<file path="src/verilog/lars_defines.svh">
// constants for the linear array readout sequencer
`ifndef LARS_DEFINES_SVH
`define LARS_DEFINES_SVH

`define LARS_CLK_NS        40
`define LARS_STAGES        9'h180
`define LARS_RESET_EDGES   9'h012
`define LARS_DONE_PAR      10'h181
`define LARS_DONE_SER      10'h301
`define LARS_PCLK_LAST     3'h7
`define LARS_PCLK_FALL     3'h3
`define LARS_INT_SER_NS    98000
`define LARS_INT_PAR_NS    50000
`define LARS_INT_SER_CYC   ((`LARS_INT_SER_NS + `LARS_CLK_NS - 1) / `LARS_CLK_NS)
`define LARS_INT_PAR_CYC   ((`LARS_INT_PAR_NS + `LARS_CLK_NS - 1) / `LARS_CLK_NS)
`define LARS_TIME_MAX      24'hFF_FFFF

`endif

</file>
<file path="src/verilog/lars_pkg.sv">
// types shared by both ends of the readout link
`default_nettype none
package lars_pkg;
    typedef logic [7:0]  lars_sample_t;
    typedef logic [8:0]  lars_stage_t;
    typedef logic [9:0]  lars_edge_t;
    typedef logic [11:0] lars_gap_t;
    typedef logic [23:0] lars_time_t;
    typedef enum logic [1:0] {
        LARS_IDLE,
        LARS_ARM,
        LARS_RUN
    } lars_ctl_state_t;
endpackage : lars_pkg
`default_nettype wire

</file>
<file path="src/verilog/lars_link_if.sv">
// pin-level link between controller and sensor array
`default_nettype none
interface lars_link_if;
    import lars_pkg::*;
    logic         pixel_clock_a;
    logic         pixel_clock_b;
    logic         start_pulse_in_a;
    logic         start_pulse_in_b;
    logic         sample_freeze_a;
    logic         sample_freeze_b;
    logic         chain_pulse_out_a;
    logic         chain_pulse_out_b;
    lars_sample_t pixel_level_out_a;
    lars_sample_t pixel_level_out_b;
    logic         pixel_level_oe_a;
    logic         pixel_level_oe_b;

    modport device (
        input  pixel_clock_a, pixel_clock_b,
        input  start_pulse_in_a, start_pulse_in_b,
        input  sample_freeze_a, sample_freeze_b,
        output chain_pulse_out_a, chain_pulse_out_b,
        output pixel_level_out_a, pixel_level_out_b,
        output pixel_level_oe_a, pixel_level_oe_b
    );
    modport ctrl (
        output pixel_clock_a, pixel_clock_b,
        output start_pulse_in_a, start_pulse_in_b,
        output sample_freeze_a, sample_freeze_b,
        input  chain_pulse_out_a, chain_pulse_out_b,
        input  pixel_level_out_a, pixel_level_out_b,
        input  pixel_level_oe_a, pixel_level_oe_b
    );
endinterface : lars_link_if
`default_nettype wire

</file>
<file path="src/verilog/lars_section.sv">
// one 384-stage section: shift sequencing, freeze and reset timing
`include "lars_defines.svh"
`default_nettype none
module lars_section
    import lars_pkg::*;
(
    input  wire logic         clk_sys,
    input  wire logic         reset_n,
    input  wire logic         pclk,
    input  wire logic         start_in,
    input  wire logic         freeze_in,
    input  wire lars_sample_t sample_in,
    output logic              chain_out,
    output lars_sample_t      level_out,
    output logic              level_oe,
    output lars_stage_t       pixel_index,
    output logic              freeze_pulse,
    output logic              integ_reset
);
    logic        pclk_d_r;
    logic        freeze_d_r;
    logic        active_r;
    lars_stage_t pos_r;
    logic        integ_reset_r;
    lars_sample_t level_r;
    logic        oe_r;
    logic        step;

    ////////////////////////////////////////////////////////////////////////
    // only this section's own clock moves its sequence
    assign step = pclk & ~pclk_d_r;

    always_ff @(posedge clk_sys or negedge reset_n)
    begin
        if (!reset_n)
        begin
            pclk_d_r   <= 1'b0;
            freeze_d_r <= 1'b0;
        end
        else
        begin
            pclk_d_r   <= pclk;
            freeze_d_r <= freeze_in;
        end
    end

    ////////////////////////////////////////////////////////////////////////
    // stage position; a new start always restarts at stage one
    always_ff @(posedge clk_sys or negedge reset_n)
    begin
        if (!reset_n)
        begin
            active_r <= 1'b0;
            pos_r    <= '0;
        end
        else if (step)
        begin
            if (start_in)
            begin
                active_r <= 1'b1;
                pos_r    <= 9'h001;
            end
            else if (active_r && pos_r == `LARS_STAGES)
            begin
                active_r <= 1'b0;
                pos_r    <= '0;
            end
            else if (active_r)
                pos_r <= pos_r + 9'h001;
        end
    end

    ////////////////////////////////////////////////////////////////////////
    // integrator reset spans the 18 clocks after capture
    always_ff @(posedge clk_sys or negedge reset_n)
    begin
        if (!reset_n)
            integ_reset_r <= 1'b0;
        else if (step && start_in)
            integ_reset_r <= 1'b1;
        else if (step && active_r && pos_r == `LARS_RESET_EDGES)
            integ_reset_r <= 1'b0;
    end

    ////////////////////////////////////////////////////////////////////////
    // held sample routed out; oe lags with the data so both line up
    always_ff @(posedge clk_sys or negedge reset_n)
    begin
        if (!reset_n)
        begin
            level_r <= '0;
            oe_r    <= 1'b0;
        end
        else
        begin
            level_r <= active_r ? sample_in : '0;
            oe_r    <= active_r;
        end
    end

    assign chain_out    = active_r && (pos_r == `LARS_STAGES);
    assign level_out    = level_r;
    assign level_oe     = oe_r;
    assign pixel_index  = active_r ? pos_r - 9'h001 : '0;
    assign freeze_pulse = freeze_in & ~freeze_d_r;
    assign integ_reset  = integ_reset_r;
endmodule : lars_section
`default_nettype wire

</file>
<file path="src/verilog/lars_sensor_dev.sv">
// two-section linear array: sequencing and integration timing
`include "lars_defines.svh"
`default_nettype none
module lars_sensor_dev
    import lars_pkg::*;
(
    input  wire logic         clk_sys,
    input  wire logic         reset_n,
    lars_link_if.device       link,
    input  wire lars_sample_t sample_a,
    input  wire lars_sample_t sample_b,
    output lars_stage_t       pixel_index_a,
    output lars_stage_t       pixel_index_b,
    output logic              freeze_pulse_a,
    output logic              freeze_pulse_b,
    output logic              integ_reset_a,
    output logic              integ_reset_b,
    output logic              integrating_a,
    output logic              integrating_b,
    output lars_time_t        integ_time_a,
    output lars_time_t        integ_time_b
);
    logic        chain_a;
    logic        chain_b;
    logic [1:0]  frz;
    logic [1:0]  irst;
    logic [1:0]  irst_d_r;
    logic [1:0]  integ_r;
    lars_time_t  cnt_r  [2];
    lars_time_t  last_r [2];

    ////////////////////////////////////////////////////////////////////////
    // section a
    lars_section u_sec_a (
        .clk_sys      (clk_sys),
        .reset_n      (reset_n),
        .pclk         (link.pixel_clock_a),
        .start_in     (link.start_pulse_in_a),
        .freeze_in    (link.sample_freeze_a),
        .sample_in    (sample_a),
        .chain_out    (chain_a),
        .level_out    (link.pixel_level_out_a),
        .level_oe     (link.pixel_level_oe_a),
        .pixel_index  (pixel_index_a),
        .freeze_pulse (frz[0]),
        .integ_reset  (irst[0])
    );

    ////////////////////////////////////////////////////////////////////////
    // section b; when start b is fed by chain a its 384th clock is
    // the 768th counted from the start of a
    lars_section u_sec_b (
        .clk_sys      (clk_sys),
        .reset_n      (reset_n),
        .pclk         (link.pixel_clock_b),
        .start_in     (link.start_pulse_in_b),
        .freeze_in    (link.sample_freeze_b),
        .sample_in    (sample_b),
        .chain_out    (chain_b),
        .level_out    (link.pixel_level_out_b),
        .level_oe     (link.pixel_level_oe_b),
        .pixel_index  (pixel_index_b),
        .freeze_pulse (frz[1]),
        .integ_reset  (irst[1])
    );

    ////////////////////////////////////////////////////////////////////////
    // chain pulses leave the device for cascade or end of data
    assign link.chain_pulse_out_a = chain_a;
    assign link.chain_pulse_out_b = chain_b;

    assign freeze_pulse_a = frz[0];
    assign freeze_pulse_b = frz[1];
    assign integ_reset_a  = irst[0];
    assign integ_reset_b  = irst[1];

    ////////////////////////////////////////////////////////////////////////
    // integration window per section: opens when the reset ends,
    // closes on the freeze that disconnects every sample at once
    always_ff @(posedge clk_sys or negedge reset_n)
    begin
        if (!reset_n)
            irst_d_r <= '0;
        else
            irst_d_r <= irst;
    end

    for (genvar s = 0; s < 2; s++)
    begin : g_integ
        // freeze wins so a window never straddles two holds
        always_ff @(posedge clk_sys or negedge reset_n)
        begin
            if (!reset_n)
                integ_r[s] <= 1'b0;
            else if (frz[s])
                integ_r[s] <= 1'b0;
            else if (irst_d_r[s] && !irst[s])
                integ_r[s] <= 1'b1;
        end

        // counter saturates rather than wraps on very long exposures
        always_ff @(posedge clk_sys or negedge reset_n)
        begin
            if (!reset_n)
            begin
                cnt_r[s]  <= '0;
                last_r[s] <= '0;
            end
            else if (frz[s])
            begin
                last_r[s] <= cnt_r[s];
                cnt_r[s]  <= '0;
            end
            else if (integ_r[s] && cnt_r[s] != `LARS_TIME_MAX)
                cnt_r[s] <= cnt_r[s] + 24'h00_0001;
        end
    end

    ////////////////////////////////////////////////////////////////////////
    // integration state toward the user side
    assign integrating_a = integ_r[0];
    assign integrating_b = integ_r[1];
    assign integ_time_a  = last_r[0];
    assign integ_time_b  = last_r[1];
endmodule : lars_sensor_dev
`default_nettype wire

</file>
<file path="src/flat_wrapper.sv">
// flat-port wrapper written by rule: the top's interface ports become plain ports
module lars_sensor_dev_flat import lars_pkg::*;
  (clk_sys, reset_n, sample_a, sample_b, pixel_index_a, pixel_index_b, freeze_pulse_a, freeze_pulse_b, integ_reset_a, integ_reset_b, integrating_a, integrating_b, integ_time_a, integ_time_b, link_pixel_clock_a, link_pixel_clock_b, link_start_pulse_in_a, link_start_pulse_in_b, link_sample_freeze_a, link_sample_freeze_b, link_chain_pulse_out_a, link_chain_pulse_out_b, link_pixel_level_out_a, link_pixel_level_out_b, link_pixel_level_oe_a, link_pixel_level_oe_b);
  lars_link_if link_i ();
  input  wire logic clk_sys;
  input  wire logic reset_n;
  input  wire lars_sample_t sample_a;
  input  wire lars_sample_t sample_b;
  output lars_stage_t pixel_index_a;
  output lars_stage_t pixel_index_b;
  output logic freeze_pulse_a;
  output logic freeze_pulse_b;
  output logic integ_reset_a;
  output logic integ_reset_b;
  output logic integrating_a;
  output logic integrating_b;
  output lars_time_t integ_time_a;
  output lars_time_t integ_time_b;
  input wire logic [$bits(link_i.pixel_clock_a)-1:0] link_pixel_clock_a;
  input wire logic [$bits(link_i.pixel_clock_b)-1:0] link_pixel_clock_b;
  input wire logic [$bits(link_i.start_pulse_in_a)-1:0] link_start_pulse_in_a;
  input wire logic [$bits(link_i.start_pulse_in_b)-1:0] link_start_pulse_in_b;
  input wire logic [$bits(link_i.sample_freeze_a)-1:0] link_sample_freeze_a;
  input wire logic [$bits(link_i.sample_freeze_b)-1:0] link_sample_freeze_b;
  output wire logic [$bits(link_i.chain_pulse_out_a)-1:0] link_chain_pulse_out_a;
  output wire logic [$bits(link_i.chain_pulse_out_b)-1:0] link_chain_pulse_out_b;
  output wire logic [$bits(link_i.pixel_level_out_a)-1:0] link_pixel_level_out_a;
  output wire logic [$bits(link_i.pixel_level_out_b)-1:0] link_pixel_level_out_b;
  output wire logic [$bits(link_i.pixel_level_oe_a)-1:0] link_pixel_level_oe_a;
  output wire logic [$bits(link_i.pixel_level_oe_b)-1:0] link_pixel_level_oe_b;
  assign link_i.pixel_clock_a = link_pixel_clock_a;
  assign link_i.pixel_clock_b = link_pixel_clock_b;
  assign link_i.start_pulse_in_a = link_start_pulse_in_a;
  assign link_i.start_pulse_in_b = link_start_pulse_in_b;
  assign link_i.sample_freeze_a = link_sample_freeze_a;
  assign link_i.sample_freeze_b = link_sample_freeze_b;
  assign link_chain_pulse_out_a = link_i.chain_pulse_out_a;
  assign link_chain_pulse_out_b = link_i.chain_pulse_out_b;
  assign link_pixel_level_out_a = link_i.pixel_level_out_a;
  assign link_pixel_level_out_b = link_i.pixel_level_out_b;
  assign link_pixel_level_oe_a = link_i.pixel_level_oe_a;
  assign link_pixel_level_oe_b = link_i.pixel_level_oe_b;
  lars_sensor_dev u_core (.clk_sys(clk_sys), .reset_n(reset_n), .link(link_i), .sample_a(sample_a), .sample_b(sample_b), .pixel_index_a(pixel_index_a), .pixel_index_b(pixel_index_b), .freeze_pulse_a(freeze_pulse_a), .freeze_pulse_b(freeze_pulse_b), .integ_reset_a(integ_reset_a), .integ_reset_b(integ_reset_b), .integrating_a(integrating_a), .integrating_b(integrating_b), .integ_time_a(integ_time_a), .integ_time_b(integ_time_b));
endmodule
</file>
<file path="config.mk">
export PLATFORM = sky130hd
export DESIGN_NAME = lars_sensor_dev_flat
export DESIGN_NICKNAME = d
export VERILOG_FILES = /design/src/verilog/lars_pkg.sv /design/src/verilog/lars_link_if.sv /design/src/verilog/lars_section.sv /design/src/verilog/lars_sensor_dev.sv /design/src/flat_wrapper.sv
export VERILOG_INCLUDE_DIRS = /design/src /design/src/verilog
export SDC_FILE = /design/constraint.sdc
export NUM_CORES = 1
export LEC_CHECK = 0
export BUFFER_PORTS_ARGS = -buffer_cell sky130_fd_sc_hd__buf_2
export CAP_MARGIN = 15
export CORE_ASPECT_RATIO = 1.75
export CORE_MARGIN = 1.5
export CORE_UTILIZATION = 58
export CTS_BUF_LIST = sky130_fd_sc_hd__clkbuf_4
export DETAILED_ROUTE_END_ITERATION = 6
export GPL_ROUTABILITY_DRIVEN = 0
export PLACE_DENSITY = 0.82
export SYNTH_ARGS = -nofsm -noshare
export SYNTH_HDL_FRONTEND = slang
export SYNTH_SLANG_ARGS = --single-unit
</file>
<file path="constraint.sdc">
create_clock -name clk_sys -period 4.8 [get_ports clk_sys]
set_input_delay 0.48 -clock clk_sys [delete_from_list [all_inputs] [get_ports clk_sys]]
set_output_delay 0.48 -clock clk_sys [all_outputs]
set_load 0.02 [all_outputs]
</file>
## After elaboration in Yosys (flattened, before gate mapping)

Cells that the tools add are included.

- Flip-flop bits (word level): 144
- Input port bits: 24
- Output and inout bits: 92
- Word-level logic and storage cells: 95

- $add $sub $neg: 6
- Equal/unequal tests: 6
- Mux-type cells: 26
- Bitwise gates (word level): 8
- Reductions and logical operators: 28

Operators with widths:

| operator | number |
|---|---|
| $mux 24 | 4 |
| $mux 9 | 8 |
| $add 24x1->24 const B | 2 |
| $ne 24x24->1 const B | 2 |
| $add 9x1->9 const B | 2 |
| $eq 9x5->1 const B | 2 |
| $eq 9x9->1 const B | 2 |
| $sub 9x1->9 const B | 2 |
| $mux 8 | 2 |
| $reduce_bool 2->1 | 8 |
| $logic_and 1x1->1 | 12 |
| $mux 1 | 12 |
| $reduce_and 2->1 | 4 |
| $reduce_bool 3->1 | 2 |
| $and 1x1->1 | 4 |
| $not 1->1 | 4 |
| $logic_not 1->1 | 2 |

## Depth between registers and ports, before layout

- Word-level depth: 6
- Mapped depth: 9
- Depth with buffers taken out: 7

## Cells and area by module

A second synthesis with hierarchy kept.

- Cell total of the unflattened synthesis: 648
- Area total of the unflattened synthesis: 6975.4 um^2

Modules (own cells, without submodules):

| module | times used | cells an instance | area each (um^2) | sequential area each (um^2) |
|---|---|---|---|---|
| lars_sensor_dev | 1 | 390 | 4573.1 | 2502.4 |
| lars_section (u_core.u_sec_b) | 1 | 129 | 1208.7 | 550.5 |
| lars_section (u_core.u_sec_a) | 1 | 129 | 1193.6 | 550.5 |

## Least setup slack after synthesis

Ideal clock, no wire load.

- Path kind: flip-flop to output port
- Start point: reg u_core.u_sec_b.pos_r[3]
- End point: out pixel_index_b[7]
- Arrival: 1.764 ns
- Required time: 4.320 ns
- Setup slack: 2.556 ns
- Stages on the path, launching flop included: 7
- Buffers on the path: 1
- Cells stage by stage: dfrtp_1 clkbuf_1 or2_1 or4_1 nor3_1 xor2_1 and2_1

- Word-level cells in the longest chain between the ends: 2

Ends and longest elaborated chain:

| element | RTL line | RTL |
|---|---|---|
| start, declared | lars_section.sv:23 | `lars_stage_t pos_r;` |
| start signal, assigned | lars_section.sv:69 | `pos_r <= pos_r + 9'h001;` |
| $sub 9x1->9 | lars_section.sv:104 | `assign pixel_index = active_r ? pos_r - 9'h001 : '0;` |
| $mux 9 | lars_section.sv:104 |  |
| end, declared | flat_wrapper.sv:10 | `output lars_stage_t pixel_index_b;` |

Every way passes these cells.

## Final worst setup path

Same ends and word-level chain as after synthesis.

==> flow_metrics.env <==
export IMPL_status="finished, violations left"
export IMPL_violations="DRC"
export IMPL_ys_warn_count=0
export IMPL_crit_chain="or2_1 -> or4_1 -> nor3_1 -> xor2_1 -> and2_1 -> buf_2"
export IMPL_ant_nets=0
export IMPL_max_stage_delay_ns=0.48
export IMPL_utilization_pct=67.7
export IMPL_fin_crit_ns=2.91
export IMPL_post_place_ws_ns=2.46
export IMPL_drt_pass1_iterations=7
export IMPL_drive_above_1_share_pct=23.7
export IMPL_netlist_area_sq_mm=0.00683
export IMPL_cts_buffers=17
export IMPL_ir_worst_vdd_mv=0.224
export IMPL_finClkSkew_ns=0.0198
export IMPL_synth_edff_count=0
export IMPL_core_sq_mm=0.0115
export IMPL_crit_family="simple AND/OR/NAND/NOR gates"
export IMPL_ctsLongestPathBuffers=2
export IMPL_post_drt_wl_per_cell_um=14.9
export IMPL_path_buf_inv=1
export IMPL_antenna_found_initial=1
export IMPL_yosysTopAreaCell="dfrtp_1"
export IMPL_numPortBuffers=115
export IMPL_dp_hpwl_um=9680
export IMPL_synth_cell_types=54
export IMPL_nets=812
export IMPL_cap_violations=0
export IMPL_synth_seq_cells=144
export IMPL_final_period_utilization_pct=60.7
export IMPL_synth_nets=710
export IMPL_cts_root_buffer="clkbuf_4"
export IMPL_viasPerCell=5.69
export IMPL_synthToLayoutAreaGrowth_pct=14.2
export IMPL_place_area_sq_mm=0.00746
export IMPL_crit_type="flop to output port"
export IMPL_rsz0062_at_grt="no"
export IMPL_cp_slowest_cell="dfrtp_1"
export IMPL_synth_avg_cell_area_sq_um=10.1
export IMPL_synth_async_reset_ratio_pct=100
export IMPL_drtIter0Drc=261
export IMPL_grt_usage_pct=23.3
export IMPL_drt_wl_total_um=13800
export IMPL_syn_inst=676
export IMPL_drcViolationCount=6
export IMPL_slew_headroom_pct=38.3
export IMPL_grt_pass1_wl_um=23500
export IMPL_finalSetupTns_ns=0
export IMPL_cts_resized=0
export IMPL_hp_class="primary input to flop"
export IMPL_die_h_um=147
export IMPL_slew_violations=0
export IMPL_power_leakage_nw=3.96
export IMPL_num_rows=52
export IMPL_ys_flop_type="dfrtp_1"
export IMPL_die_area_sq_mm=0.0125
export IMPL_die_w_um=85.0
export IMPL_yosysTopAreaCellShare_pct=52.8
export IMPL_worstMarginPinSlew_ns=0.919
export IMPL_critPathCaptureType="output port"
export IMPL_cts_num_sinks=144
export IMPL_gr_total_overflow=0
export IMPL_start_util_pct=59.3
export IMPL_vias=5265
export IMPL_hold_viol_final=0
export IMPL_power_mw=2.67
export IMPL_required_ns=4.32
export IMPL_start_kind="flop"
export IMPL_clk_latency_ns=0.51
export IMPL_arrival_ns=2.43
export IMPL_cts_tree="done"
export IMPL_htreeDepth=4
export IMPL_ios=116
export IMPL_setup_violations=0
export IMPL_synth_area_leaders="dfrtp_1 53%, nand2_1 5.9%, xnor2_1 4.4%"
export IMPL_synth_seq_area_share_pct=52.8
export IMPL_final_area_sq_mm=0.00779
export IMPL_power_density_mw_per_mm2=342
export IMPL_max_freq_ghz=0.343
export IMPL_path_clk_slew_ns=0.11
export IMPL_cp_max_fo=7
export IMPL_grt_max_degree=84
export IMPL_grt_pass1_vias=5235
export IMPL_setup_ws_ns=1.89
[metrics by stage]
stage	hold WS (ns)	cells
floorplan	0.184	676
global placement	0.379	893
detailed placement	0.394	893
CTS	0.0443	924
global route	0.0362	925
finish	0.0962	925
[cell usage after synthesis (3+ instances only)]
master / number
o21ai_0: 9
inv_1: 12
nor3_1: 14
nor4_1: 11
and3_1: 8
a41o_1: 4
nand3_1: 22
buf_1: 7
o211ai_1: 4
buf_2: 7
nand4_1: 22
mux2i_1: 3
or3_1: 3
nand2b_1: 5
xnor2_1: 34
a31oi_1: 4
dfrtp_1: 144
mux2_2: 24
nor2_1: 69
o21ai_1: 4
a21oi_1: 13
xor2_1: 28
ha_1: 10
nand2_1: 108
nor2b_1: 8
and4_1: 9
and2_1: 31
a211oi_1: 3
clkbuf_1: 22
a22o_1: 3
[state kept, by name, indices dropped and copies added, names as in the netlist]
| name | count |
|---|---|
| u_core.u_sec_a.pclk_d_r | 1 |
| u_core.u_sec_b.level_oe | 1 |
| u_core.cnt_r | 48 |
| u_core.integrating_a | 1 |
| u_core.integrating_b | 1 |
| u_core.integ_time_b | 24 |
| u_core.u_sec_a.level_out | 8 |
| u_core.u_sec_a.pos_r | 9 |
| u_core.u_sec_b.level_out | 8 |
| u_core.u_sec_b.active_r | 1 |
| u_core.u_sec_b.freeze_d_r | 1 |
| u_core.u_sec_a.freeze_d_r | 1 |
| u_core.irst_d_r | 2 |
| u_core.u_sec_b.integ_reset | 1 |
| u_core.u_sec_a.level_oe | 1 |
| u_core.integ_time_a | 24 |
| u_core.u_sec_a.integ_reset | 1 |
| u_core.u_sec_b.pos_r | 9 |
| u_core.u_sec_b.pclk_d_r | 1 |
| u_core.u_sec_a.active_r | 1 |
[metal layers]
metal  GRT usage, %  wire (um)  vias up
li1               -          -     2505
met1           26.5       5520     2594
met2           41.4       7430      150
met3           5.94        626       16
met4           8.69        180        0
met5              0          0        -
[what timing repair did]
item	CTS	global route
setup buffers	0	0
hold buffers	1	0
hold endpoints to repair	47	0
setup endpoints to repair	0	0
[final timing paths]
kind                            cells after the start  slack [ns]                        end                  startpoint
worst max register to register                      5        2.68           u_core.cnt_r[32]            u_core.cnt_r[38]
worst min-delay path                                1         0.1  u_core.u_sec_a.freeze_d_r        link_sample_freeze_a
min in group asynchronous                           2        0.56    u_core.integ_time_b[20]                     reset_n
max in group asynchronous                           3        2.98    u_core.u_sec_a.pos_r[6]                     reset_n
worst max-delay path                                6        1.89           pixel_index_b[7]     u_core.u_sec_b.pos_r[3]
worst min register to register                      0        0.42         u_core.irst_d_r[1]  u_core.u_sec_b.integ_reset
[logic make-up (layout without fill, tap and decap cells)]
| logic type | count (synthesis) | count (layout) | share of synthesized area [%] |
|---|---|---|---|
| other cells | 0 | 1 | 0 |
| mux | 27 | 27 | 4.40 |
| fa+ha+maj | 10 | 10 | 1.83 |
| compound gates | 54 | 54 | 5.61 |
| simple gates | 330 | 330 | 24.5 |
| flops | 144 | 144 | 52.8 |
| buf+inv | 49 | 162 | 2.93 |
| xor+xnor | 62 | 62 | 7.95 |
[power by group]
group	total, mW	internal [mW]	switching, mW
Sequential	1.30	1.24	0.0508
Clock	0.865	0.455	0.411
Combinational	0.508	0.197	0.311
Total	2.67	1.90	0.773
[placed cells by master (no fill, tap or decap), drive strengths merged, types with 14 or more instances in the layout]
master,Yosys,layout
dfrtp,144,144
buf,15,119
nand2,108,108
nor2,71,71
xnor2,34,34
and2,31,31
xor2,28,28
mux2,24,24
nand4,24,24
nand3,22,22
clkbuf,22,17
a21oi,15,15
nor3,14,14
nor4,14,14
[area by class of cell]
cell class,instances,area (sq um)
tap,135,169
clock inverter,13,195
clock buffer,17,128
sequential,144,3600
fill,894,3720
multi-input combinational,483,3030
antenna,1,2.50
timing repair buffer,120,622
inverter,12,45.0
Power figures use the tool's default switching activity.
